--- src/rtl/lma_consts.vh ---
// Purpose: Offsets, field positions, reset values and codes for the level detect / mic amp bank
// Assumes: 8-bit register access with an 8-bit address
// Notes:   Definitions only
`ifndef LMA_CONSTS_VH
`define LMA_CONSTS_VH

// ----------------------------------------
// Register offsets
// ----------------------------------------
`define LMA_ADDR_LVL_EN 8'h50
`define LMA_ADDR_LVL_THR 8'h51
`define LMA_ADDR_MIC1_CTRL 8'hb4
`define LMA_ADDR_MIC1_GAIN 8'hb5
`define LMA_ADDR_MIC1_SEL 8'hb7
`define LMA_ADDR_MIC2_CTRL 8'hb8
`define LMA_ADDR_MIC2_GAIN 8'hb9
`define LMA_ADDR_MIC2_SEL 8'hbb
`define LMA_ADDR_EVENT 8'hed
`define LMA_ADDR_EVENT_MASK 8'hee

// ----------------------------------------
// Field positions
// ----------------------------------------
`define LMA_CTRL_EN_BIT 7
`define LMA_CTRL_MUTE_BIT 6
`define LMA_LVL_EVENT_BIT 0

// ----------------------------------------
// Reset values
// ----------------------------------------
`define LMA_RST_LVL_EN 4'h0
`define LMA_RST_LVL_THR 7'h7f
`define LMA_RST_AMP_EN 1'h0
`define LMA_RST_AMP_MUTE 1'h1
`define LMA_RST_GAIN 3'h1
`define LMA_RST_SEL 2'h0

// ----------------------------------------
// Codes
// ----------------------------------------
`define LMA_SEL_DIFF 2'h0
`define LMA_SEL_POS 2'h1
`define LMA_SEL_NEG 2'h2
`define LMA_SEL_RSVD 2'h3

`endif

--- src/rtl/lma_regs.v ---
// Purpose: Register bank for record front end level detector and two mic preamps
// Assumes: Control port gives 8-bit address, write strobe, read strobe on clk_i
// Notes:   Read data is registered one cycle after the read strobe
`include "lma_consts.vh"
`default_nettype none

module lma_regs #(
   parameter W = 16
) (
   input wire clk_i,
   input wire rst_i,
   input wire [7:0] addr_i,
   input wire wr_i,
   input wire [7:0] wdata_i,
   input wire rd_i,
   output reg [7:0] rdata_o,
   input wire [4*W-1:0] mag_i,
   output wire [3:0] lvl_chan_en_o,
   output wire [6:0] lvl_thr_o,
   output wire anti_clip_o,
   output wire mic1_en_o,
   output wire mic1_mute_o,
   output wire [2:0] mic1_gain_o,
   output wire [1:0] mic1_sel_o,
   output wire mic2_en_o,
   output wire mic2_mute_o,
   output wire [2:0] mic2_gain_o,
   output wire [1:0] mic2_sel_o,
   output reg interrupt_out_n
);

   reg [3:0] lvl_en_q;
   reg [6:0] lvl_thr_q;
   reg mic1_en_q;
   reg mic1_mute_q;
   reg [2:0] mic1_gain_q;
   reg [1:0] mic1_sel_q;
   reg mic2_en_q;
   reg mic2_mute_q;
   reg [2:0] mic2_gain_q;
   reg [1:0] mic2_sel_q;
   reg event_q;
   reg mask_q;
   reg trip_q;
   wire trip;
   wire rise;
   reg [7:0] rd_d;

   // ----------------------------------------
   // Write side
   // ----------------------------------------
   function hit;
      input [7:0] a;
      input [7:0] reg_addr;
      begin
         hit = wr_i && (a == reg_addr);
      end
   endfunction

   always @(posedge clk_i or posedge rst_i) begin
      if (rst_i) begin
         lvl_en_q <= `LMA_RST_LVL_EN;
         lvl_thr_q <= `LMA_RST_LVL_THR;
         mic1_en_q <= `LMA_RST_AMP_EN;
         mic1_mute_q <= `LMA_RST_AMP_MUTE;
         mic1_gain_q <= `LMA_RST_GAIN;
         mic1_sel_q <= `LMA_RST_SEL;
         mic2_en_q <= `LMA_RST_AMP_EN;
         mic2_mute_q <= `LMA_RST_AMP_MUTE;
         mic2_gain_q <= `LMA_RST_GAIN;
         mic2_sel_q <= `LMA_RST_SEL;
         mask_q <= 1'b0;
      end else begin
         // Only defined field bits are stored; the rest are dropped
         if (hit(addr_i, `LMA_ADDR_LVL_EN)) lvl_en_q <= wdata_i[3:0];
         if (hit(addr_i, `LMA_ADDR_LVL_THR)) lvl_thr_q <= wdata_i[6:0];
         if (hit(addr_i, `LMA_ADDR_MIC1_CTRL)) begin
            mic1_en_q <= wdata_i[`LMA_CTRL_EN_BIT];
            mic1_mute_q <= wdata_i[`LMA_CTRL_MUTE_BIT];
         end
         if (hit(addr_i, `LMA_ADDR_MIC1_GAIN)) mic1_gain_q <= wdata_i[2:0];
         if (hit(addr_i, `LMA_ADDR_MIC1_SEL)) mic1_sel_q <= wdata_i[1:0];
         if (hit(addr_i, `LMA_ADDR_MIC2_CTRL)) begin
            mic2_en_q <= wdata_i[`LMA_CTRL_EN_BIT];
            mic2_mute_q <= wdata_i[`LMA_CTRL_MUTE_BIT];
         end
         if (hit(addr_i, `LMA_ADDR_MIC2_GAIN)) mic2_gain_q <= wdata_i[2:0];
         if (hit(addr_i, `LMA_ADDR_MIC2_SEL)) mic2_sel_q <= wdata_i[1:0];
         if (hit(addr_i, `LMA_ADDR_EVENT_MASK)) mask_q <= wdata_i[`LMA_LVL_EVENT_BIT];
      end
   end

   // ----------------------------------------
   // Level detector and event
   // ----------------------------------------
   lma_level_det #(
      .W(W)
   ) u_det (
      .clk_i(clk_i),
      .rst_i(rst_i),
      .chan_en_i(lvl_en_q),
      .thr_i(lvl_thr_q),
      .mag_i(mag_i),
      .anti_clip_o(anti_clip_o),
      .trip_o(trip)
   );

   // Event is the rising edge of a trip, so a steady overload raises it once
   assign rise = trip && !trip_q;

   always @(posedge clk_i or posedge rst_i) begin
      if (rst_i) begin
         trip_q <= 1'b0;
         event_q <= 1'b0;
         interrupt_out_n <= 1'b1;
      end else begin
         trip_q <= trip;
         // Write one clears; a new event in the same cycle wins
         if (rise) begin
            event_q <= 1'b1;
         end else if (hit(addr_i, `LMA_ADDR_EVENT) && wdata_i[`LMA_LVL_EVENT_BIT]) begin
            event_q <= 1'b0;
         end
         interrupt_out_n <= !(event_q && !mask_q);
      end
   end

   // ----------------------------------------
   // Read side
   // ----------------------------------------
   always @* begin
      rd_d = 8'h00;
      case (addr_i)
         `LMA_ADDR_LVL_EN: rd_d = {4'h0, lvl_en_q};
         `LMA_ADDR_LVL_THR: rd_d = {1'b0, lvl_thr_q};
         `LMA_ADDR_MIC1_CTRL: rd_d = {mic1_en_q, mic1_mute_q, 6'h00};
         `LMA_ADDR_MIC1_GAIN: rd_d = {5'h00, mic1_gain_q};
         `LMA_ADDR_MIC1_SEL: rd_d = {6'h00, mic1_sel_q};
         `LMA_ADDR_MIC2_CTRL: rd_d = {mic2_en_q, mic2_mute_q, 6'h00};
         `LMA_ADDR_MIC2_GAIN: rd_d = {5'h00, mic2_gain_q};
         `LMA_ADDR_MIC2_SEL: rd_d = {6'h00, mic2_sel_q};
         `LMA_ADDR_EVENT: rd_d = {7'h00, event_q};
         `LMA_ADDR_EVENT_MASK: rd_d = {7'h00, mask_q};
         default: rd_d = 8'h00;
      endcase
   end

   always @(posedge clk_i or posedge rst_i) begin
      if (rst_i) begin
         rdata_o <= 8'h00;
      end else if (rd_i) begin
         rdata_o <= rd_d;
      end
   end

   // Reserved select code 11 is passed through as stored; the analog side treats it as undefined
   assign lvl_chan_en_o = lvl_en_q;
   assign lvl_thr_o = lvl_thr_q;
   assign mic1_en_o = mic1_en_q;
   assign mic1_mute_o = mic1_mute_q;
   assign mic1_gain_o = mic1_gain_q;
   assign mic1_sel_o = mic1_sel_q;
   assign mic2_en_o = mic2_en_q;
   assign mic2_mute_o = mic2_mute_q;
   assign mic2_gain_o = mic2_gain_q;
   assign mic2_sel_o = mic2_sel_q;

endmodule

`default_nettype wire

--- src/rtl/lma_level_det.v ---
// Purpose: Level comparator: any enabled channel above threshold raises anti-clip
// Assumes: Samples are unsigned magnitudes on the same clock, full scale = 2^W
// Notes:   Threshold code x means (x+1)/128 of full scale
`default_nettype none

module lma_level_det #(
   parameter W = 16
) (
   input wire clk_i,
   input wire rst_i,
   input wire [3:0] chan_en_i,
   input wire [6:0] thr_i,
   input wire [4*W-1:0] mag_i,
   output reg anti_clip_o,
   output wire trip_o
);

   // Scale (x+1)/128 into sample units: (x+1) << (W-7)
   wire [W:0] limit = {{(W-7){1'b0}}, {1'b0, thr_i} + 8'h01} << (W - 7);
   wire [3:0] over;

   genvar g;
   generate
      for (g = 0; g < 4; g = g + 1) begin : g_ch
         assign over[g] = chan_en_i[g] && ({1'b0, mag_i[g*W +: W]} > limit);
      end
   endgenerate

   assign trip_o = |over;

   always @(posedge clk_i or posedge rst_i) begin
      if (rst_i) begin
         anti_clip_o <= 1'b0;
      end else begin
         anti_clip_o <= trip_o;
      end
   end

endmodule

`default_nettype wire

--- config.mk ---
export PLATFORM = sky130hd
export DESIGN_NAME = lma_regs
export DESIGN_NICKNAME = d
export VERILOG_FILES = /design/src/rtl/lma_regs.v /design/src/rtl/lma_level_det.v
export VERILOG_INCLUDE_DIRS = /design/src /design/src/rtl
export SDC_FILE = /design/constraint.sdc
export NUM_CORES = 1
export LEC_CHECK = 0
export ABC_CLOCK_PERIOD_IN_PS = 2800
export BUFFER_PORTS_ARGS = -buffer_cell sky130_fd_sc_hd__buf_2
export CORE_ASPECT_RATIO = 0.9
export CORE_UTILIZATION = 36
export DETAILED_ROUTE_END_ITERATION = 16
export PLACE_DENSITY_LB_ADDON = 0.08
export SLEW_MARGIN = 20
export SYNTH_ARGS = -nofsm -noshare
export SYNTH_HDL_FRONTEND = slang
export SYNTH_SLANG_ARGS = --single-unit
--- constraint.sdc ---
create_clock -name clk_i -period 2.8 [get_ports clk_i]
set_input_delay 0.56 -clock clk_i [delete_from_list [all_inputs] [get_ports clk_i]]
set_output_delay 0.56 -clock clk_i [all_outputs]
set_load 0.05 [all_outputs]
Word-level counts from Yosys, hierarchy flattened

Cells that the tools add are included.

Add/sub/neg operators: 1
$lt $le $gt $ge: 4
Eq/ne operators: 10
Mux-type cells: 3
Reduce and logical (&&, ||, !) cells: 22

Operators by type and width:

| cell                | count |
|---|---|
| $pmux 8 s10         | 1 |
| $gt 16x17->1        | 4 |
| $eq 8x8->1 const B  | 8 |
| $logic_and 1x1->1   | 17 |
| $eq 8x7->1 const B  | 2 |
| $add 7x1->8 const B | 1 |
| $reduce_or 4->1     | 1 |
| $logic_not 1->1     | 3 |
| $mux 1              | 2 |
| $reduce_bool 2->1   | 1 |

Flip-flop bits (word level): 37
Bits of input ports: 84
Output and inout bits: 35
Logic and storage cells: 55

Logic depth before layout (Yosys ltp)

Gate-level depths: netlist of the first run.

Depth after elaboration: 6
Mapped depth: 11
Gate-level depth less buffers: 11

Hierarchy

Synthesis of the first run repeated with hierarchy kept, for this count alone.

Cells, all modules: 262
Area, all modules: 2757.6 um^2

By module, submodules not included:

| module        | times used | cells an instance | area an instance (um^2) | sequential area each (um^2) |
|---|---|---|---|---|
| lma_regs      | 1          | 146               | 1789.2                  | 940.9 |
| lma_level_det | 1          | 116               | 968.4                   | 25.0 |

Worst setup path before layout of the first run

OpenSTA, ideal clock, no wires.

Kind: register to register
Start point: register lvl_thr_q[0] (netlist: lvl_thr_o[0])
End point: register event_q
Library setup time: 0.092 ns
Arrival: 2.672 ns
Data required time: 2.708 ns
Path slack: 0.036 ns
Stages on the path, launching flop included: 12
Buffers on the path: 0
Clock period less this slack: 2.764 ns
Cells stage by stage: dfstp_2 > ha_1 > and3_2 > nand3_1 > xor2_1 > ha_1 > nand2_1 > nor3_1 > and4_1 > a211o_1 > and4_4 > o31ai_2

Word-level cells in the longest chain between the ends: 6

RTL lines:

| what                                               | RTL line           | RTL |
|---|---|---|
| start: declaration                                 | lma_regs.v:33      | `reg [6:0] lvl_thr_q;` |
| start signal: assignment                           | lma_regs.v:63      | `` lvl_thr_q <= `LMA_RST_LVL_THR; `` |
| start signal: assignment                           | lma_regs.v:76      | `` if (hit(addr_i, `LMA_ADDR_LVL_THR)) lvl_thr_q <= wdata_i[6:0]; `` |
| $add 7x1->8 (*)                                    | lma_level_det.v:19 | `wire [W:0] limit = {{(W-7){1'b0}}, {1'b0, thr_i} + 8'h01} << (W - 7);` |
| $gt 16x17->1                                       | lma_level_det.v:25 | `assign over[g] = chan_en_i[g] && ({1'b0, mag_i[g*W +: W]} > limit);` |
| $logic_and 1x1->1                                  | lma_level_det.v:25 |  |
| $reduce_or 4->1 (*)                                | lma_level_det.v:29 | `assign trip_o = \|over;` |
| $logic_and 1x1->1 (*)                              | lma_regs.v:109     | `assign rise = trip && !trip_q;` |
| $mux 1 / $reduce_bool 2->1 (equally long branches) | --                 |  |
| end signal: assignment                             | lma_regs.v:114     | `event_q <= 1'b0;` |
| end signal: assignment                             | lma_regs.v:120     | `event_q <= 1'b1;` |
| end signal: assignment                             | lma_regs.v:122     | `event_q <= 1'b0;` |
| end: declaration                                   | lma_regs.v:42      | `reg event_q;` |

Every way passes the cells marked *; elsewhere a longest branch is shown, timed or not.
A chain may end at the register's enable or synchronous reset.

Final worst setup path of the first run

Ends and elaborated chain as after synthesis.

==> key figures, run 1 <==
Clock tree
  – Worst-path clk slew: 0.07 ns
  – Clock Latency Late Sink: 0.29 ns
  – Sinks on the clock net: 37
  – Root buffer cell: clkbuf_8
  – Total CTS buffers: 5
  – CTS tree: done
  – H-tree depth reported by CTS: 2
  – Max clock buf depth: 2

Power
  – Logic pwr share: 26.8%
  – Power per cell area: 376.7 mW/mm^2
  – Clock Power Share: 27.9%
  – P_sw: 422.8 uW
  – Net Sw Frac: 32.39%
  – Register share of total power: 45.3%
  – Power Internal: 882.3 uW
  – Design Power: 1.305 mW
  – Pleak: 1.701 nW
  – Worst IR drop on VDD: 0.0001869 V

Timing
  – Slew @ Worst Pin: 0.5599 ns
  – Slew HR: 62.38%
  – Upper clock frequency limit: 0.3750 GHz
  – RSZ-0062 raised after global routing: false
  – Setup violators final: 0
  – Slew Limit Fails: 0
  – Final period util: 95.23%
  – Fin crit period: 2.666 ns
  – Clock skew: 0.004767 ns
  – Final WS setup: 0.1337 ns
  – Worst hold margin: 0.3629 ns
  – Setup TNS: 0 ns
  – Final Hold Fails: 0

Setup path
  – Critical path arrival: 2.87 ns
  – CP Class: reg2reg
  – CP Max Fanout: 4
  – Worst Setup End Kind: flop
  – Crit start category: flop
  – Required time worst endpoint: 3.00 ns

Logic synthesis
  – Number of synthesized flops with an enable pin: 0
  – Netlist area before placement: 0.002630 sq mm
  – Seq/Total Area, Yosys: 35.78%
  – Yosys warnings: 0
  – Syn Nets: 374
  – Cell taking the most area after synthesis: dfrtp_1
  – Mapped Cells: 265
  – #FFs+latches synth: 37
  – Synth area leaders: dfrtp_1, dfstp_2, ha_1, mux2_2, nand2_1
  – Yosys cell types: 50
  – Top FF cell, synth: dfrtp_1
  – Ys async rst share: 100.0%
  – Post-synth top area share: 23.79%
  – Synthesized area per cell: 9.925 sq um

Global routing
  – First-pass GRT wire length: 11630 um
  – Vias in the first global route: 2373
  – Initial antenna violation count: 0
  – GRT Resource Usage Total: 19.31%
  – Pin count of the biggest net entering global routing: 38
  – Grt total ovfl: 0

Routing
  – Average vias per placed instance: 5.152
  – DRT iter0 DRCs: 71
  – Post-Route WL: 7237 um
  – DR DRC count: 0
  – 1st-pass router iterations: 4
  – Antenna viol nets, final: 0
  – Routed wire per std cell: 14.86 um
  – Vias: 2509

Final layout
  – Area growth from synthesis to layout: 31.73%
  – Non-Filler Instances: 487
  – Antenna Cells: 0
  – Final core occ: 48.97%
  – Leading cell type in the layout, fill and taps excluded: buf_2
  – Finished layout cell area: 0.003465 sq mm
  – Layout cell share with drive strength beyond 1: 45.69%
  – Final Net Count: 502
  – Commonest cells after routing, fill and taps aside: buf_2, mux2_2, ha_1, dfrtp_1, nand2_1

Floorplan
  – Initial Utilization: 37.17%
  – Die W: 92.10 um
  – Die H: 83.09 um
  – DIE AREA: 0.007652 sq mm
  – Core area: 0.007076 sq mm
  – Row cnt: 29
  – Io pins: 119

Min path
  – HP Class: in2async

Placed design
  – Post-DP HPWL: 5974 um
  – Placed cell area: 0.003373 sq mm
  – Port Buffers: 118
  – Placed Cells: 479
  – Dpl ws: 0.01146 ns
  – GPL Wtd Cong: 0.8139

Run
  – MaxCap Viol Count: 0

Status
  – Outcome: finished clean
## area by class of cell
class | count | area, sq um
fill | 733 | 3611
clock buffer | 7 | 76.32
inverter | 18 | 67.56
multi-input combinational | 204 | 1598
sequential | 37 | 940.9
clock inverter | 1 | 7.507
tap | 93 | 116.4
timing repair buffer | 127 | 658.1
## worst max-delay path, cell delays in order, from the launching register on
cell and delay (ns):
dfstp_2 0.53, ha_1 0.17, and3_2 0.20, nand3_1 0.11, xor2_2 0.29, ha_1 0.32
nand2_1 0.08, nor3_1 0.04, and4_1 0.19, a211o_1 0.26, and4_4 0.19, o31ai_2 0.20
## layer usage
metal / share of wire (%) / vias to the layer above / track usage (%)
li1: - / 1272 / -
met1: 50 / 1161 / 28.59
met2: 44 / 67 / 28.70
met3: 4.9 / 9 / 3.663
met4: 1.1 / 0 / 5.114
met5: 0 / - / 0
## cell usage after synthesis, types with 2 or more instances
library cell,n
and4_1,3
o21ai_0,7
inv_1,18
a41o_1,3
a21oi_1,12
a211oi_1,2
dfstp_2,12
nor3_1,6
o2111ai_1,2
a21o_1,3
nor4b_1,3
a221oi_1,2
nor2b_1,2
o211ai_1,4
nand3_1,10
and3_1,3
o22ai_1,7
nand4b_1,5
nor4_1,7
nor2_1,9
nand2b_1,4
nand3b_1,4
clkbuf_1,4
dfrtp_1,25
xor2_1,2
a31oi_1,4
a22o_1,2
and3_2,2
a22oi_1,4
mux2_2,26
xnor2_1,4
ha_1,25
nand2_1,20
and3b_1,2
a21boi_0,2
## final timing paths
path / cells past startpoint / endpoint / slack [ns] / start
min in group clk_i: 1 / interrupt_out_n$_DFF_PP1_ / 0.46 / event_q$_DFFE_PP0P_
worst max-delay path: 11 / event_q$_DFFE_PP0P_ / 0.13 / lvl_thr_o[0]$_DFFE_PP1P_
worst min-delay path: 3 / rdata_o[6]$_DFFE_PP0P_ / 0.36 / rst_i
max in group asynchronous: 3 / mic1_mute_o$_DFFE_PP1P_ / 2.07 / rst_i
worst max register to register: 11 / event_q$_DFFE_PP0P_ / 0.13 / lvl_thr_o[0]$_DFFE_PP1P_
worst min register to register: 1 / interrupt_out_n$_DFF_PP1_ / 0.46 / event_q$_DFFE_PP0P_
## kinds of logic after synthesis
group | after synthesis | share of synthesized area (%)
AOI/OAI and AO/OA | 60 | 15.84
xor gates and xnor gates | 6 | 1.998
adders and majority gates | 25 | 11.89
buffers and inverters | 24 | 3.758
DFF | 37 | 35.78
muxes | 26 | 11.13
and+or+nand+nor | 87 | 19.60
## power by group through the flow
stage	Sequential (mW)	Clock (mW)	Combinational, mW
3_3_place_gp	0.601	0	0.348
5_1_grt	0.595	0.399	0.385
4_1_cts	0.592	0.380	0.354
6_report	0.592	0.364	0.350
2_1_floorplan	0.679	0	0.138
3_5_place_dp	0.602	0	0.354
## flip-flops by register name, summed over array words and instances (netlist names)
register,count
rdata_o,8
lvl_thr_o,7
lvl_chan_en_o,4
mic1_gain_o,3
mic2_gain_o,3
mic1_sel_o,2
mic2_sel_o,2
event_q,1
interrupt_out_n,1
mask_q,1
mic1_en_o,1
mic1_mute_o,1
mic2_en_o,1
mic2_mute_o,1
u_det.anti_clip_o,1
## timing repair
| item | in CTS | in global routing |
|---|---|---|
| gates resized for setup | 0 | 1 |
| setup endpoints to repair | 0 | 2 |
| hold buffers | 0 | 0 |
| setup buffers | 0 | 0 |
(Power assumes the default switching activity.)
==> run 2, diff against run 1 <==
- ABC_CLOCK_PERIOD_IN_PS: 2800 -> 3410
- clock period: 2.8 -> 3.41 ns (I/O delays scaled with it)
==> key figures, run 2 (synthesis gave the netlist of run 1 again) <==
Routing
  – Average vias per placed instance: 5.323
  – 1st-pass router iterations: 4
  – Routed wire per std cell: 15.14 um
  – Post-Route WL: 7313 um
  – Antenna viol nets, final: 0
  – Vias: 2571
  – DRT iter0 DRCs: 84
  – DR DRC count: 0

Global routing
  – First-pass GRT wire length: 11990 um
  – Grt met2 use: 30.94%
  – GRT Resource Usage Total: 19.86%
  – Initial antenna violation count: 0
  – GRT busiest layer: met2
  – Met1 Usage GRT: 28.48%
  – Grt total ovfl: 0
  – Vias in the first global route: 2477
  – Pin count of the biggest net entering global routing: 38
  – Met3 GRT Util: 3.938%

Clock tree
  – H-tree depth reported by CTS: 2
  – CTS tree: done
  – Clock Latency Late Sink: 0.28 ns
  – Sinks on the clock net: 37
  – Setup Buffers After CTS: 0
  – Resized cells post-CTS: 0
  – Hold-fix buffers, CTS: 0
  – Root buffer cell: clkbuf_8
  – Max clock buf depth: 2
  – Worst-path clk slew: 0.07 ns
  – Total CTS buffers: 5

Final layout
  – Area growth from synthesis to layout: 30.54%
  – Layout cell share with drive strength beyond 1: 44.87%
  – Antenna Cells: 0
  – Non-Filler Instances: 483
  – Filler cells: 711
  – Leading cell type in the layout, fill and taps excluded: buf_2
  – Max FFs per register: 8
  – Commonest cells after routing, fill and taps aside: buf_2, mux2_2, ha_1, dfrtp_1, nand2_1
  – Final Net Count: 498
  – Largest Register: rdata_o

Power
  – Net Sw Frac: 31.54%
  – Power Internal: 741.7 uW
  – Clock Power Share: 28.9%
  – Logic pwr share: 26.0%
  – Power per cell area: 315.6 mW/mm^2
  – Design Power: 1.083 mW
  – Worst IR drop on VDD: 0.0001974 V
  – Pleak: 1.689 nW
  – P_sw: 341.7 uW
  – Register share of total power: 45.0%

Timing
  – Final Hold Fails: 0
  – Clock skew: 0.002778 ns
  – Fin crit period: 2.862 ns
  – Slew Limit Fails: 0
  – Slew HR: 60.86%
  – Final period util: 83.94%
  – RSZ-0062 raised after global routing: false
  – Slew @ Worst Pin: 0.5829 ns
  – Setup violators final: 0
  – Setup TNS: 0 ns
  – Upper clock frequency limit: 0.3494 GHz
  – Worst hold margin: 0.4506 ns

Floorplan
  – Row cnt: 29
  – Io pins: 119
  – Die W: 92.10 um
  – Initial Utilization: 37.17%
  – DIE AREA: 0.007652 sq mm
  – Die H: 83.09 um
  – Core area: 0.007076 sq mm

Setup path
  – Worst Setup End Kind: flop
  – Required time worst endpoint: 3.61 ns
  – Crit start category: flop
  – Crit path launch: lvl_thr_o[0]$_DFFE_PP1P_
  – CP Class: reg2reg
  – R2r startpoint: lvl_thr_o[0]$_DFFE_PP1P_
  – R2r worst-path depth: 11
  – Last element of the critical path: event_q$_DFFE_PP0P_
  – Critical path arrival: 3.06 ns
  – CP Max Fanout: 7
  – FF-to-FF End: event_q$_DFFE_PP0P_
  – Flop2flop setup slack: 0.55 ns

Min path
  – Hold path cells: 1
  – HP Class: reg2reg

Placed design
  – Placed Cells: 475
  – Post-DP HPWL: 5988 um
  – GPL Wtd Cong: 0.8821
  – Port Buffers: 118

Status
  – Outcome: finished clean

Run
  – MaxCap Viol Count: 0
run 2: changes by cell type in the layout (fill, tap and decap cells not counted):
cell | before | now
clkinvlp_4 | 1 | 0
xor2_1 | 1 | 2
clkbuf_8 | 5 | 6
buf_4 | 9 | 5
xor2_2 | 1 | 0
run 2: how the worst min path moves through the flow:
stage                                   start                        end  slack (ns)
final                     event_q$_DFFE_PP0P_  interrupt_out_n$_DFF_PP1_        0.45
after global routing      event_q$_DFFE_PP0P_  interrupt_out_n$_DFF_PP1_        0.51
after CTS                 event_q$_DFFE_PP0P_  interrupt_out_n$_DFF_PP1_        0.45
after detailed placement  event_q$_DFFE_PP0P_  interrupt_out_n$_DFF_PP1_        0.45
after global placement    event_q$_DFFE_PP0P_  interrupt_out_n$_DFF_PP1_        0.45
after floorplan           event_q$_DFFE_PP0P_  interrupt_out_n$_DFF_PP1_        0.39
run 2: final cells by class:
cell class / count / area (sq um) / share of cell area [%]
repair buffers: 123 / 628.1 / 18.29
well taps: 93 / 116.4 / 3.389
multi-input cells: 204 / 1590 / 46.32
flip-flops and latches: 37 / 940.9 / 27.41
inverters: 18 / 67.56 / 1.968
clock buffers: 8 / 90.09 / 2.624
run 2: worst max-delay path, cell delays in order (launching register included):
cell and delay, ns:
dfstp_2 0.59, ha_1 0.20, and3_2 0.21, nand3_1 0.09, xor2_1 0.41, ha_1 0.35, nand2_1 0.08, nor3_1 0.04
and4_1 0.18, a211o_1 0.26, and4_4 0.19, o31ai_2 0.19
run 2: power by group through the flow:
stage               Combinational [mW]  Clock, mW  Sequential, mW
floorplan                        0.114          0           0.557
global placement                 0.280          0           0.495
detailed placement               0.284          0           0.496
CTS                              0.285      0.326           0.488
global route                     0.313      0.349           0.492
finish                           0.282      0.313           0.488
run 2: metrics by stage:
stage	utilization, %	setup WS [ns]	area, sq um
3_5_place_dp	47.25	0.5384	3343
5_1_grt	48.52	0.3117	3433
6_report	48.52	0.5477	3433
3_3_place_gp	47.25	0.6298	3343
4_1_cts	48.52	0.5111	3433
2_1_floorplan	-	0.6459	2630
run 2: routing by layer:
| metal | routed length (um) | vias up |
|---|---|---|
| li1 | - | 1271 |
| met1 | 3582 | 1219 |
| met2 | 3300 | 72 |
| met3 | 345 | 9 |
| met4 | 85 | 0 |
| met5 | 0 | - |
